### config.mk
export PLATFORM = sky130hd
export DESIGN_NAME = mfi_irq_top
export DESIGN_NICKNAME = d
export VERILOG_FILES = /design/src/rtl/mfi_pkg.sv /design/src/rtl/mfi_tb_if.sv /design/src/rtl/mfi_timebase.sv /design/src/rtl/mfi_irq_top.sv
export VERILOG_INCLUDE_DIRS = /design/src /design/src/rtl
export SDC_FILE = /design/constraint.sdc
export NUM_CORES = 1
export LEC_CHECK = 0
export ABC_CLOCK_PERIOD_IN_PS = 2200
export BUFFER_PORTS_ARGS = -buffer_cell sky130_fd_sc_hd__clkbuf_2
export CORE_UTILIZATION = 59
export DETAILED_ROUTE_END_ITERATION = 8
export PLACE_DENSITY = 0.78
export SLEW_MARGIN = 10
export SYNTH_ARGS = -nofsm -noshare
export SYNTH_HDL_FRONTEND = slang
export SYNTH_HIERARCHICAL = 1
export SYNTH_SLANG_ARGS = --single-unit
### constraint.sdc
create_clock -name REF_CLK -period 2.2 [get_ports REF_CLK]
set_input_delay 0.22 -clock REF_CLK [delete_from_list [all_inputs] [get_ports REF_CLK]]
set_output_delay 0.22 -clock REF_CLK [all_outputs]
set_load 0.01 [all_outputs]
### src/rtl/mfi_cfg.svh
// Purpose: Offsets, field positions, reset values and counts of the
//          multi-function interrupt and time base block.
// Assumes: Byte wide register port with a five bit address.
// Notes:   Definitions only; included by bare name.
`ifndef MFI_CFG_SVH
`define MFI_CFG_SVH

// ============================================================
// Register offsets
`define MFI_A_INT_CTRL 5'h00
`define MFI_A_GRP_FLAG 5'h01
`define MFI_A_SRC_FLAG_LO 5'h02
`define MFI_A_SRC_FLAG_HI 5'h03
`define MFI_A_SRC_EN_LO 5'h04
`define MFI_A_SRC_EN_HI 5'h05
`define MFI_A_PSC_SEL 5'h06
`define MFI_A_TB_CTRL 5'h07
`define MFI_A_UPPER_LO 5'h08
`define MFI_A_UPPER_HI 5'h09
`define MFI_A_LOWER_LO 5'h0A
`define MFI_A_LOWER_HI 5'h0B
`define MFI_A_CONV_CTRL2 5'h0C
`define MFI_A_HALL_EDGE 5'h0D
`define MFI_A_RESULT_LO 5'h0E
`define MFI_A_RESULT_HI 5'h0F

// ============================================================
// Field positions
`define MFI_B_GIE 0
`define MFI_B_GEN_LSB 1
`define MFI_B_TBE 6
`define MFI_B_TBF 5
`define MFI_B_TIMEBASE_RUN 7
`define MFI_B_UPPER_EN 1
`define MFI_B_LOWER_EN 0

// ============================================================
// Source flag positions inside the fifteen bit source vector
`define MFI_N_SRC 15
`define MFI_N_GRP 5
`define MFI_S_HALL 0
`define MFI_S_CDONE 3
`define MFI_S_CLIM 4
`define MFI_S_PWMP 5
`define MFI_S_PWMD 6
`define MFI_S_CAPO 9
`define MFI_S_CAPC 10
`define MFI_S_PTMP 11
`define MFI_S_PTMA 13

// Group membership masks over the source vector
`define MFI_M_GRP0 15'h0007
`define MFI_M_GRP1 15'h0018
`define MFI_M_GRP2 15'h01E0
`define MFI_M_GRP3 15'h0600
`define MFI_M_GRP4 15'h7800

// ============================================================
// Reset values and timing counts
`define MFI_RST_BYTE 8'h00
`define MFI_RST_SRC 15'h0000
`define MFI_PSC_DIV4 2'h3
`define MFI_TB_CNT_W 15
`define MFI_TB_FULL 15'h7FFF
`define MFI_TB_SEL_MAX 3'h7

`endif

### src/rtl/mfi_pkg.sv
// Purpose: Types used by the interrupt module; the time base module does not import them.
// Assumes: Nothing beyond the config header.
// Notes:   Vector codes follow declaration order.
`default_nettype none

// ============================================================
// Package
package mfi_pkg;
	// Vector targets; code 7 is never produced
	typedef enum logic [2:0] {
		MFI_VEC_GRP0,
		MFI_VEC_GRP1,
		MFI_VEC_GRP2,
		MFI_VEC_GRP3,
		MFI_VEC_GRP4,
		MFI_VEC_TB,
		MFI_VEC_NONE
	} mfi_vec_t;
	// One register byte
	typedef logic [7:0] mfi_byte_t;
endpackage : mfi_pkg

`default_nettype wire

### src/rtl/mfi_tb_if.sv
// Purpose: Carries time base controls and its overflow event.
// Assumes: Both ends on the same clock.
// Notes:   overflow is a one cycle pulse.
`default_nettype none

// ============================================================
// Interface
interface mfi_tb_if;
	logic run;               // Divider enabled
	logic [2:0] period_sel;  // Rollover bit choice
	logic [1:0] src_sel;     // Prescaler clock choice
	logic overflow;          // One cycle per time-out
	modport ctrl (output run, output period_sel, output src_sel,
		input overflow);
	modport unit (input run, input period_sel, input src_sel,
		output overflow);
endinterface : mfi_tb_if

`default_nettype wire

### src/rtl/mfi_timebase.sv
// Purpose: Prescaler and power-of-two divider of the time base.
// Assumes: sub_clk is a slow clock sampled as a synchronous level.
// Notes:   Counter clears while stopped so each start is clean.
`include "mfi_cfg.svh"
`default_nettype none

module mfi_timebase (
	input wire logic clk,
	input wire logic rst_n,
	input wire logic sub_clk,
	mfi_tb_if.unit tb
);
	// ============================================================
	// State
	logic [1:0] div4_cnt;                 // Divide-by-four phase
	logic sub_prev;                       // Last sampled slow clock
	logic tick;                           // Prescaler clock enable
	logic [`MFI_TB_CNT_W-1:0] cnt;        // Free running divider

	// True when the low (8 + sel) bits are all ones
	function automatic logic rolls(input logic [`MFI_TB_CNT_W-1:0] c,
		input logic [2:0] sel);
		logic [`MFI_TB_CNT_W-1:0] m;
		m = `MFI_TB_FULL >> (`MFI_TB_SEL_MAX - sel);
		return (c & m) == m;
	endfunction : rolls

	// ============================================================
	// Prescaler
	// Phase counter for the quarter rate option
	always_ff @(posedge clk) begin
		if (!rst_n) begin
			div4_cnt <= 2'h0;
		end else begin
			div4_cnt <= div4_cnt + 2'h1;
		end
	end

	// Slow clock history for its rising edge
	always_ff @(posedge clk) begin
		if (!rst_n) begin
			sub_prev <= 1'b0;
		end else begin
			sub_prev <= sub_clk;
		end
	end

	// Source choice: full rate, quarter rate, slow clock
	always_comb begin
		if (tb.src_sel == 2'b00) begin
			tick = 1'b1;
		end else if (tb.src_sel == 2'b01) begin
			tick = (div4_cnt == `MFI_PSC_DIV4);
		end else begin
			tick = sub_clk & ~sub_prev;
		end
	end

	// ============================================================
	// Divider
	// Counts prescaler ticks only while running
	always_ff @(posedge clk) begin
		if (!rst_n || !tb.run) begin
			cnt <= '0;
		end else if (tick) begin
			cnt <= cnt + 15'h0001;
		end
	end

	// Time-out after 2^(8+sel) ticks
	always_ff @(posedge clk) begin
		if (!rst_n) begin
			tb.overflow <= 1'b0;
		end else begin
			tb.overflow <= tb.run & tick & rolls(cnt, tb.period_sel);
		end
	end
endmodule : mfi_timebase

`default_nettype wire

### src/rtl/mfi_irq_top.sv
// Purpose: Multi-function interrupt grouping, vectoring and time base.
// Assumes: Source events are one cycle pulses synchronous to REF_CLK.
// Notes:   Core acknowledges the vector shown while VEC_REQ is high.
//
// Local design decisions: the placing of the registers and the plain strobed port.
`include "mfi_cfg.svh"
`default_nettype none

module mfi_irq_top #(
	parameter int RES_W = 12 // Converter result width
) (
	input wire logic REF_CLK,
	input wire logic RST_N,
	input wire logic [4:0] ADDR,
	input wire logic [7:0] WDATA,
	input wire logic WR,
	input wire logic RD,
	output logic [7:0] RDATA,
	input wire logic SUB_CLK,
	input wire logic [2:0] HALL_FILT,
	input wire logic CONV_DONE,
	input wire logic [RES_W-1:0] CONV_RESULT,
	input wire logic PWM_PERIOD,
	input wire logic [2:0] PWM_DUTY,
	input wire logic CAP_OVF,
	input wire logic CAP_CMP,
	input wire logic [1:0] PTM_P,
	input wire logic [1:0] PTM_A,
	input wire logic STACK_FULL,
	input wire logic VEC_ACK,
	input wire logic RETI,
	output logic VEC_REQ,
	output logic [2:0] VEC_ID,
	output logic WAKE
);
	// ============================================================
	// Register state
	logic global_irq_enable;              // Master enable
	logic [`MFI_N_GRP-1:0] group_enable;  // Per group enables
	logic timebase_irq_enable;            // Time base enable
	logic [`MFI_N_GRP-1:0] group_request_flag;
	logic timebase_flag;
	logic [`MFI_N_SRC-1:0] src_flag;      // All source flags
	logic [`MFI_N_SRC-1:0] src_en;        // All source enables
	logic [1:0] prescaler_source_sel;
	logic timebase_run;
	logic [2:0] timebase_period_sel;
	logic [RES_W-1:0] upper_bound;        // High boundary pair
	logic [RES_W-1:0] lower_bound;        // Low boundary pair
	logic [RES_W-1:0] conv_result;        // Last converted value
	logic upper_limit_trigger_enable;
	logic lower_limit_trigger_enable;
	logic [5:0] hall_edge_sel;            // Rise/fall per channel
	logic [2:0] hall_prev;                // Last hall levels

	// ============================================================
	// Combinational next values
	logic [2:0] hall_evt;
	logic limit_hit;
	logic [`MFI_N_SRC-1:0] src_set;
	logic [`MFI_N_SRC-1:0] src_clr;
	logic [`MFI_N_SRC-1:0] src_new;       // Flags becoming set
	logic [`MFI_N_GRP-1:0] grp_set;
	logic [`MFI_N_GRP-1:0] grp_clr;
	logic [`MFI_N_GRP-1:0] pend;
	logic tb_pend;
	logic tb_clr;
	logic svc;                            // Core takes the vector
	logic next_gie;
	logic next_req;
	mfi_pkg::mfi_vec_t next_vec;

	// Time base link
	mfi_tb_if tb_link ();

	// ============================================================
	// Helpers
	// Membership mask of one group
	function automatic logic [`MFI_N_SRC-1:0] grp_mask(input int g);
		logic [`MFI_N_SRC-1:0] m;
		m = '0;
		unique case (g)
			0: m = `MFI_M_GRP0;
			1: m = `MFI_M_GRP1;
			2: m = `MFI_M_GRP2;
			3: m = `MFI_M_GRP3;
			4: m = `MFI_M_GRP4;
			default: m = '0;
		endcase
		return m;
	endfunction : grp_mask

	// Upper byte of a value padded to sixteen bits
	function automatic mfi_pkg::mfi_byte_t hi_byte(
		input logic [RES_W-1:0] v);
		logic [15:0] w;
		w = 16'(v);
		return w[15:8];
	endfunction : hi_byte

	// Fixed priority: lowest group first, time base last
	function automatic mfi_pkg::mfi_vec_t pick(
		input logic [`MFI_N_GRP-1:0] p, input logic t);
		mfi_pkg::mfi_vec_t v;
		v = t ? mfi_pkg::MFI_VEC_TB : mfi_pkg::MFI_VEC_NONE;
		for (int i = `MFI_N_GRP - 1; i >= 0; i--) begin
			if (p[i]) begin
				v = mfi_pkg::mfi_vec_t'(3'(i));
			end
		end
		return v;
	endfunction : pick

	// ============================================================
	// Time base unit
	mfi_timebase u_timebase (
		.clk(REF_CLK),
		.rst_n(RST_N),
		.sub_clk(SUB_CLK),
		.tb(tb_link.unit)
	);

	// Controls steer the divider directly from registers
	assign tb_link.run = timebase_run;
	assign tb_link.period_sel = timebase_period_sel;
	assign tb_link.src_sel = prescaler_source_sel;

	// ============================================================
	// Source events
	// Hall transitions of the chosen edge kind; 00 disables
	always_comb begin
		for (int i = 0; i < 3; i++) begin
			hall_evt[i] = (HALL_FILT[i] & ~hall_prev[i]
				& hall_edge_sel[2*i])
				| (~HALL_FILT[i] & hall_prev[i]
				& hall_edge_sel[2*i+1]);
		end
	end

	// Limit compare on the value that just finished converting
	always_comb begin
		limit_hit = (upper_limit_trigger_enable
			&& CONV_RESULT > upper_bound)
			|| (lower_limit_trigger_enable
			&& CONV_RESULT < lower_bound);
	end

	// Gather every source into one vector
	always_comb begin
		src_set = '0;
		src_set[`MFI_S_HALL +: 3] = hall_evt;
		src_set[`MFI_S_CDONE] = CONV_DONE;
		src_set[`MFI_S_CLIM] = CONV_DONE & limit_hit;
		src_set[`MFI_S_PWMP] = PWM_PERIOD;
		src_set[`MFI_S_PWMD +: 3] = PWM_DUTY;
		src_set[`MFI_S_CAPO] = CAP_OVF;
		src_set[`MFI_S_CAPC] = CAP_CMP;
		src_set[`MFI_S_PTMP +: 2] = PTM_P;
		src_set[`MFI_S_PTMA +: 2] = PTM_A;
	end

	// Software clears by writing zero; a one leaves the flag alone
	always_comb begin
		src_clr = '0;
		if (WR && ADDR == `MFI_A_SRC_FLAG_LO) begin
			src_clr[7:0] = ~WDATA;
		end
		if (WR && ADDR == `MFI_A_SRC_FLAG_HI) begin
			src_clr[14:8] = ~WDATA[6:0];
		end
		src_new = src_set & ~src_flag;
	end

	// Group raise: an enabled member flag becomes set
	always_comb begin
		svc = VEC_ACK & VEC_REQ;
		grp_clr = '0;
		tb_clr = 1'b0;
		for (int g = 0; g < `MFI_N_GRP; g++) begin
			grp_set[g] = |(src_new & src_en & grp_mask(g));
			if (svc && VEC_ID == 3'(g)) begin
				grp_clr[g] = 1'b1;
			end
		end
		if (svc && VEC_ID == 3'(mfi_pkg::MFI_VEC_TB)) begin
			tb_clr = 1'b1;
		end
		if (WR && ADDR == `MFI_A_GRP_FLAG) begin
			grp_clr = grp_clr | ~WDATA[`MFI_N_GRP-1:0];
			tb_clr = tb_clr | ~WDATA[`MFI_B_TBF];
		end
	end

	// Vector selection and request gating
	always_comb begin
		pend = group_request_flag & group_enable;
		tb_pend = timebase_flag & timebase_irq_enable;
		next_vec = pick(pend, tb_pend);
		next_req = global_irq_enable & ~svc & ~STACK_FULL
			& (|pend | tb_pend);
		if (svc) begin
			next_gie = 1'b0;
		end else if (RETI) begin
			next_gie = 1'b1;
		end else if (WR && ADDR == `MFI_A_INT_CTRL) begin
			next_gie = WDATA[`MFI_B_GIE];
		end else begin
			next_gie = global_irq_enable;
		end
	end

	// ============================================================
	// Flags
	// Source flags survive service; only software clears them
	always_ff @(posedge REF_CLK) begin
		if (!RST_N) begin
			src_flag <= `MFI_RST_SRC;
		end else begin
			src_flag <= (src_flag & ~src_clr) | src_set;
		end
	end

	// Group flags: set beats any clear in the same cycle
	always_ff @(posedge REF_CLK) begin
		if (!RST_N) begin
			group_request_flag <= '0;
		end else begin
			group_request_flag <= (group_request_flag & ~grp_clr)
				| grp_set;
		end
	end

	// Time base flag follows every divider overflow
	always_ff @(posedge REF_CLK) begin
		if (!RST_N) begin
			timebase_flag <= 1'b0;
		end else begin
			timebase_flag <= (timebase_flag & ~tb_clr)
				| tb_link.overflow;
		end
	end

	// Wake-up on any flag rising, enabled or not
	always_ff @(posedge REF_CLK) begin
		if (!RST_N) begin
			WAKE <= 1'b0;
		end else begin
			WAKE <= |src_new | |(grp_set & ~group_request_flag)
				| (tb_link.overflow & ~timebase_flag);
		end
	end

	// ============================================================
	// Vectoring
	// Request and target are registered so the core sees stable pins
	always_ff @(posedge REF_CLK) begin
		if (!RST_N) begin
			VEC_REQ <= 1'b0;
			VEC_ID <= 3'(mfi_pkg::MFI_VEC_NONE);
			global_irq_enable <= 1'b0;
		end else begin
			VEC_REQ <= next_req;
			VEC_ID <= 3'(next_vec);
			global_irq_enable <= next_gie;
		end
	end

	// ============================================================
	// Register writes
	// Control and configuration registers
	always_ff @(posedge REF_CLK) begin
		if (!RST_N) begin
			group_enable <= '0;
			timebase_irq_enable <= 1'b0;
			src_en <= `MFI_RST_SRC;
			prescaler_source_sel <= 2'h0;
			timebase_run <= 1'b0;
			timebase_period_sel <= 3'h0;
			upper_limit_trigger_enable <= 1'b0;
			lower_limit_trigger_enable <= 1'b0;
			hall_edge_sel <= 6'h00;
		end else if (WR) begin
			unique case (ADDR)
				`MFI_A_INT_CTRL: begin
					group_enable <= WDATA[`MFI_B_GEN_LSB +: `MFI_N_GRP];
					timebase_irq_enable <= WDATA[`MFI_B_TBE];
				end
				`MFI_A_SRC_EN_LO: src_en[7:0] <= WDATA;
				`MFI_A_SRC_EN_HI: src_en[14:8] <= WDATA[6:0];
				`MFI_A_PSC_SEL: prescaler_source_sel <= WDATA[1:0];
				`MFI_A_TB_CTRL: begin
					timebase_run <= WDATA[`MFI_B_TIMEBASE_RUN];
					timebase_period_sel <= WDATA[2:0];
				end
				`MFI_A_CONV_CTRL2: begin
					upper_limit_trigger_enable <= WDATA[`MFI_B_UPPER_EN];
					lower_limit_trigger_enable <= WDATA[`MFI_B_LOWER_EN];
				end
				`MFI_A_HALL_EDGE: hall_edge_sel <= WDATA[5:0];
				default: ; // Other addresses hold no control state
			endcase
		end
	end

	// Boundary pairs, low byte then high byte
	always_ff @(posedge REF_CLK) begin
		if (!RST_N) begin
			upper_bound <= '0;
			lower_bound <= '0;
		end else if (WR) begin
			if (ADDR == `MFI_A_UPPER_LO) upper_bound[7:0] <= WDATA;
			if (ADDR == `MFI_A_UPPER_HI) begin
				upper_bound[RES_W-1:8] <= WDATA[RES_W-9:0];
			end
			if (ADDR == `MFI_A_LOWER_LO) lower_bound[7:0] <= WDATA;
			if (ADDR == `MFI_A_LOWER_HI) begin
				lower_bound[RES_W-1:8] <= WDATA[RES_W-9:0];
			end
		end
	end

	// Result capture and hall history
	always_ff @(posedge REF_CLK) begin
		if (!RST_N) begin
			conv_result <= '0;
			hall_prev <= 3'h0;
		end else begin
			if (CONV_DONE) conv_result <= CONV_RESULT;
			hall_prev <= HALL_FILT;
		end
	end

	// ============================================================
	// Read port
	// Data stands only in the cycle after the strobe; else zero
	always_ff @(posedge REF_CLK) begin
		if (!RST_N || !RD) begin
			RDATA <= `MFI_RST_BYTE;
		end else begin
			unique case (ADDR)
				`MFI_A_INT_CTRL: RDATA <= {1'b0, timebase_irq_enable,
					group_enable, global_irq_enable};
				`MFI_A_GRP_FLAG: RDATA <= {2'b00, timebase_flag,
					group_request_flag};
				`MFI_A_SRC_FLAG_LO: RDATA <= src_flag[7:0];
				`MFI_A_SRC_FLAG_HI: RDATA <= {1'b0, src_flag[14:8]};
				`MFI_A_SRC_EN_LO: RDATA <= src_en[7:0];
				`MFI_A_SRC_EN_HI: RDATA <= {1'b0, src_en[14:8]};
				`MFI_A_PSC_SEL: RDATA <= {6'h00, prescaler_source_sel};
				`MFI_A_TB_CTRL: RDATA <= {timebase_run, 4'h0,
					timebase_period_sel};
				`MFI_A_UPPER_LO: RDATA <= upper_bound[7:0];
				`MFI_A_UPPER_HI: RDATA <= hi_byte(upper_bound);
				`MFI_A_LOWER_LO: RDATA <= lower_bound[7:0];
				`MFI_A_LOWER_HI: RDATA <= hi_byte(lower_bound);
				`MFI_A_CONV_CTRL2: RDATA <= {6'h00,
					upper_limit_trigger_enable, lower_limit_trigger_enable};
				`MFI_A_HALL_EDGE: RDATA <= {2'b00, hall_edge_sel};
				`MFI_A_RESULT_LO: RDATA <= conv_result[7:0];
				`MFI_A_RESULT_HI: RDATA <= hi_byte(conv_result);
				default: RDATA <= `MFI_RST_BYTE; // Unmapped reads zero
			endcase
		end
	end
endmodule : mfi_irq_top

`default_nettype wire

# Word-level counts from Yosys, hierarchy flattened
# Index checks and enable logic that the tools add are counted.
[op_classes]
n_addsub = 3
magnitude_cmp = 2
eq_ne = 23
shift = 1
mux = 21
n_bitwise = 61
n_reduce_logical = 43
[op_table]
columns = ["cell", "count"]
rows = [
  ["8-bit one-hot mux with 16 select lines", 1],
  ["15-bit bitwise AND", 4],
  ["5-bit by 4-bit equality test with 1-bit output, second input constant", 8],
  ["15-bit inverter", 2],
  ["1-bit bitwise AND", 23],
  ["2-bit AND reduction", 11],
  ["5-bit by 3-bit equality test with 1-bit output, second input constant", 4],
  ["15-bit by 1-bit adder with 15-bit output, second input constant", 1],
  ["5-bit bitwise AND", 3],
  ["15-bit equality test", 1],
  ["5-bit inverter", 3],
  ["15-bit bitwise OR", 1],
  ["15-bit OR reduction", 1],
  ["15-bit by 3-bit right shift with 15-bit output, first input constant", 1],
  ["1-bit inverter", 13],
  ["12-bit > comparator", 1],
  ["1-bit logical AND", 12],
  ["12-bit less-than comparator", 1],
  ["3-bit 2-to-1 mux", 4],
  ["1-bit 2-to-1 mux", 11],
  ["5-bit by 2-bit equality test with 1-bit output, second input constant", 2],
  ["5-bit bitwise OR", 2],
  ["5-bit OR reduction", 2],
  ["8-bit 2-to-1 mux", 1],
  ["other kinds (23)", 41],
]
[word_totals]
regBits = 128
input_bits = 47
out_inout_bits = 13
word_cells = 183

# Longest topological paths before layout
[logic_depth]
ltp_word = 11
mapped_depth = 8
ltp_nobuf = 8

# By module
# Netlist, hierarchy kept.
[by_module_without_submodules]
columns = ["module", "instances", "cells_per_inst", "area_per_inst_um2", "seq_area_each_um2"]
rows = [
  ["mfi_irq_top", 1, 663, 5305.1, 2182.1],
  ["mfi_timebase", 1, 111, 997.2, 380.4],
]

# Worst setup path after synthesis
# No wires, ideal clock.
[synth_path]
path_kind = "flip-flop to flip-flop"
start = "register upper_bound[10]"
end = "register group_request_flag[1]"
setup_ns = 0.132
arrival_time_ns = 1.457
required_time_ns = 2.068
path_slack_ns = 0.611
path_stages_with_launch = 8
n_path_buf = 0
synth_period_minus_slack_ns = 1.589
path_cell_list = "dfxtp_1 -> inv_1 -> ha_1 -> nand4_1 -> o41ai_1 -> a31oi_1 -> o211ai_1 -> a31oi_1"
[synth_between]
elab_chain_len = 8
[synth_rtl]
columns = ["item", "line_no", "source"]
rows = [
  ["from (decl)", "mfi_irq_top.sv:48", "logic [RES_W-1:0] upper_bound;"],
  ["from (signal, indexed assignment)", "mfi_irq_top.sv:313", "upper_bound[RES_W-1:8] <= WDATA[RES_W-9:0];"],
  ["12-bit > comparator", "mfi_irq_top.sv:143", "&& CONV_RESULT > upper_bound)"],
  ["1-bit logical AND", "mfi_irq_top.sv:143", ""],
  ["1-bit logical OR", "mfi_irq_top.sv:144", "|| (lower_limit_trigger_enable"],
  ["1-bit bitwise AND", "mfi_irq_top.sv:153", "src_set[`MFI_S_CLIM] = CONV_DONE & limit_hit;"],
  ["15-bit bitwise AND", "mfi_irq_top.sv:171", "src_new = src_set & ~src_flag;"],
  ["15-bit bitwise AND", "-", ""],
  ["2-bit OR reduction", "mfi_irq_top.sv:180", "grp_set[g] = |(src_new & src_en & grp_mask(g));"],
  ["5-bit bitwise OR", "mfi_irq_top.sv:229", "| grp_set;"],
  ["to (signal assigned)", "mfi_irq_top.sv:228", "group_request_flag <= (group_request_flag & ~grp_clr)"],
  ["to (decl)", "mfi_irq_top.sv:41", "logic [`MFI_N_GRP-1:0] group_request_flag;"],
]
# Every way passes these cells.
# A chain may end at the register's enable or synchronous reset.

# Worst setup path in the final report
[layout_path]
start = "register upper_bound[10]"
end = "register WAKE"
[layout_between]
elab_chain_len = 11
elab_cells_between_ends = 12
classes_between = "1 x order compare; 6 x bitwise; 5 x reduce/logical"
[layout_rtl]
columns = ["item", "line_no", "source"]
rows = [
  ["12-bit > comparator *", "mfi_irq_top.sv:143", ""],
  ["1-bit logical AND *", "mfi_irq_top.sv:143", ""],
  ["1-bit logical OR *", "mfi_irq_top.sv:144", ""],
  ["1-bit bitwise AND *", "mfi_irq_top.sv:153", ""],
  ["15-bit bitwise AND *", "mfi_irq_top.sv:171", ""],
  ["15-bit bitwise AND", "-", ""],
  ["2-bit OR reduction", "mfi_irq_top.sv:180", ""],
  ["5-bit bitwise AND", "mfi_irq_top.sv:248", "WAKE <= |src_new | |(grp_set & ~group_request_flag)"],
  ["5-bit OR reduction", "mfi_irq_top.sv:248", ""],
  ["1-bit bitwise OR *", "mfi_irq_top.sv:248", ""],
  ["1-bit bitwise OR *", "mfi_irq_top.sv:249", "| (tb_link.overflow & ~timebase_flag);"],
  ["to (signal assigned)", "mfi_irq_top.sv:248", ""],
  ["to (decl)", "mfi_irq_top.sv:34", "output logic WAKE"],
]
# Mark *: on every way between the ends. The rest lies on a longest branch, timed or not.

==> impl_results.rst <==
.. list-table::
   :header-rows: 1

   * - Metric
     - Value
   * - Drt first-iter violations
     - 827
   * - Crit end category
     - register
   * - Pin slew with the least headroom to its limit
     - 561 ps
   * - Maximum fanout along the worst path
     - 3
   * - Max_slew headroom
     - 62.3%
   * - Kind of start point of the critical path
     - register
   * - Number of nets in the finished design
     - 931
   * - Average wire per standard cell
     - 20.3 um
   * - Fraction of synthesis flops using an asynchronous set or reset pin
     - 0%
   * - Number of standard cells after synthesis
     - 774
   * - Clk root buf
     - sky130_fd_sc_hd__clkbuf_8
   * - Failing checks
     - negative hold slack
   * - H-Tree Depth
     - 4
   * - Number of I/O port buffers
     - 59
   * - Number of synthesized register bits
     - 128
   * - Initial core utilization
     - 61.0%
   * - Maximum root-to-sink buffer count
     - 2
   * - Power share of the sequential group
     - 41.8%
   * - Antenna violations before repair
     - 0
   * - Slowest stage cell, crit path
     - sky130_fd_sc_hd__o41ai_1
   * - First-pass GRT wire length
     - 32700 um
   * - Grt total ovfl
     - 0
   * - Share of cells above drive strength 1
     - 14.8%
   * - Final wirelength
     - 20400 um
   * - Min Tclk post-route
     - 1970 ps
   * - NetSw
     - 1.34 mW
   * - Area enclosed by the die boundary
     - 11100 um2
   * - Share of total power in the clock network
     - 50.8%
   * - Most frequent CP cell
     - sky130_fd_sc_hd__a31oi_1
   * - Area growth syn-to-layout
     - 21.5%
   * - Power share of the combinational group
     - 7.3%
   * - Largest net degree at the start of global routing
     - 68
   * - Post-route setup TNS
     - 0 ps
   * - Sequential element share of the synthesized area
     - 40.7%
   * - Count of pins on the block boundary
     - 60
   * - # DRC
     - 0
   * - Number of synthesized flops with an enable pin
     - 0
   * - Power density over the cells
     - 753 nW/um2
   * - Mapped Avg Cell Area
     - 8.14 um2
   * - Area of the core
     - 10300 um2
   * - Number of vias after detailed routing
     - 6479
   * - Remaining antenna violation count
     - 0
   * - Placed instance area
     - 6770 um2
   * - Leakage power figure
     - 2.87 nW
   * - Cells along the critical path
     - inv_1 -> ha_1 -> nand4_1 -> o41ai_1 -> a31oi_1 -> o21ai_0 -> a31oi_1
   * - Clock skew after layout
     - 9.12 ps
   * - Count of max-cap constraint violations
     - 0
   * - Data arrival time of the critical path
     - 2380 ps
   * - Unrepaired setup endpoints after global routing
     - false
   * - Mapped Area
     - 6300 um2
   * - Worst hold slack after final layout
     - -2.24 ps
   * - Clock latency at the later pin of the worst-skew pair
     - 550 ps
   * - Worst min-delay path class
     - primary input to register
   * - Number of antenna diodes
     - 0
   * - Most frequent cells in the layout
     - sky130_fd_sc_hd__dfxtp_1, sky130_fd_sc_hd__nand2_1, sky130_fd_sc_hd__a21oi_1, sky130_fd_sc_hd__nand3_1, sky130_fd_sc_hd__clkbuf_2
   * - Vert. Die Dim
     - 105 um
   * - Internal portion of total power
     - 4.42 mW
   * - Endpoints failing setup
     - 0
   * - Critical Setup Path Class
     - register to register
   * - Filler cells
     - 786
   * - Outcome
     - finished with violations
   * - Net switching share of the total power
     - 23.3%
   * - Start point of the worst hold path
     - RST_N
   * - Highest achievable clock rate
     - 0.509 GHz
   * - X dimension of the die
     - 105 um
   * - Critical register-to-register path startpoint
     - upper_bound[10]
   * - Critical Path Max Stage Delay
     - 420 ps
   * - CTS sink count
     - 128
   * - Warnings, synthesis
     - 6
   * - Routed vias/inst
     - 6.43
   * - Vias in the first global route
     - 6197
   * - Placement Rows
     - 37
   * - Most common cell after layout, fill and taps aside
     - sky130_fd_sc_hd__dfxtp_1
   * - Total non-filler cell area in the finished layout
     - 7660 um2
   * - Post-synth cell types
     - 64
   * - Post-DP HPWL
     - 14500 um
   * - Fin. max-slew vios
     - 0
   * - Final-report hold violation count
     - 1
   * - Final cell utilization of the core
     - 74.2%
   * - Clock tree from TritonCTS
     - done
   * - Synthesized Nets
     - 846
   * - Total global-route track usage
     - 38.7%
   * - Clock slew seen by the registers of the worst setup and hold paths
     - 60 ps
   * - Number of buffers inserted during clock tree synthesis
     - 17
   * - Max VDD drop
     - 0.603 mV
   * - Drt pass-1 iters
     - 5
   * - Period Utilization, post-route
     - 89.4%
   * - Most used flip-flop cell after synthesis
     - sky130_fd_sc_hd__dfxtp_1
   * - Beginning of the critical path
     - upper_bound[10]
   * - RePlAce Congestion
     - 0.976
   * - Data required time at the worst endpoint
     - 2620 ps
cell families (layout without fill, tap and decap cells):
kind of cell / after synthesis / count (layout) / share of synthesized area, %
simple gates: 289 / 289 / 22.3
compound gates: 218 / 218 / 22.4
buf+inv: 90 / 188 / 6.00
fa+ha+maj: 25 / 25 / 4.96
xor+xnor: 5 / 5 / 0.695
mux: 19 / 19 / 3.04
flops: 128 / 128 / 40.7
layer usage:
metal  GRT usage, %  part of all wire [%]  vias to the layer above
met5              0                     0                        -
met4           19.8                   3.9                        0
met3           12.1                    11                       75
met2           60.6                    47                      385
met1           47.8                    39                     3064
li1               -                     -                     2955
cells in the mapped netlist, drive strengths merged (6+ instances only):
master  count  share of area [%]
dfxtp     128                 41
nand2     113                6.8
a21oi      90                7.1
nand3      65                5.2
nor2       56                3.7
inv        48                2.9
a22oi      28                3.3
clkbuf     27                1.6
o21ai      27                2.1
ha         25                5.0
a31oi      18                1.8
mux2i      18                2.9
buf        15                1.5
a221oi     11                1.5
a22o        9                1.3
nand2b      8               0.95
nor2b       7               0.69
nor3        7                1.1
nand4       6               0.60
timing repair:
| action | in CTS | in global routing |
|---|---|---|
| endpoints found under the hold margin | 28 | 0 |
| resized for setup | 0 | 0 |
| buffers inserted | 0 | 0 |
| hold buffers | 28 | 0 |
cell type report:
cell class	count	area [um2]	share of cell area [%]
Multi-Input combinational cell	556	3360	43.9
Sequential cell	128	2560	33.5
Timing Repair Buffer	108	771	10.1
Clock buffer	21	449	5.87
Inverter	48	180	2.35
Tap cell	136	170	2.22
Clock inverter	11	161	2.11
path summary, 6_finish.rpt:
check                            to  slack [ps]  depth (start not counted)
min reg2reg  u_timebase/div4_cnt[0]         460                          1
max                            WAKE         230                          7
min                       VEC_ID[1]          -2                          2
max reg2reg                    WAKE         230                          7
metrics by stage:
step	setup WS (ps)	power, mW	std cells
floorplan	611	2.67	774
global placement	347	2.81	948
detailed placement	322	2.83	948
CTS	308	5.76	1008
global route	110	5.93	1008
finish	234	5.77	1008
power groups by stage:
stage	Clock [mW]	Sequential [mW]	Combinational, mW
detailed placement	0	2.46	0.372
CTS	2.94	2.41	0.413
finish	2.93	2.41	0.423
global placement	0	2.46	0.357
global route	3.05	2.41	0.460
floorplan	0	2.44	0.230
flip-flops by register name, indices dropped and copies added, names as in the netlist, 2 cells and up:
register              cells
prescaler_source_sel      2
VEC_ID                    3
src_en                   15
conv_result              12
hall_prev                 3
u_timebase/div4_cnt       2
hall_edge_sel             6
src_flag                 15
upper_bound              12
u_timebase/cnt           15
tb_link.period_sel        3
lower_bound              12
group_request_flag        5
RDATA                     8
group_enable              5
critical path: cells and delay by family (launching register included):
kind,cells,cell delay [ps]
AOI/OAI and AO/OA,4,920
adders and majority gates,1,310
DFF,1,360
and+or+nand+nor,1,180
buffers and inverters,1,60
Note: power is estimated with default switching activity, not from simulation.
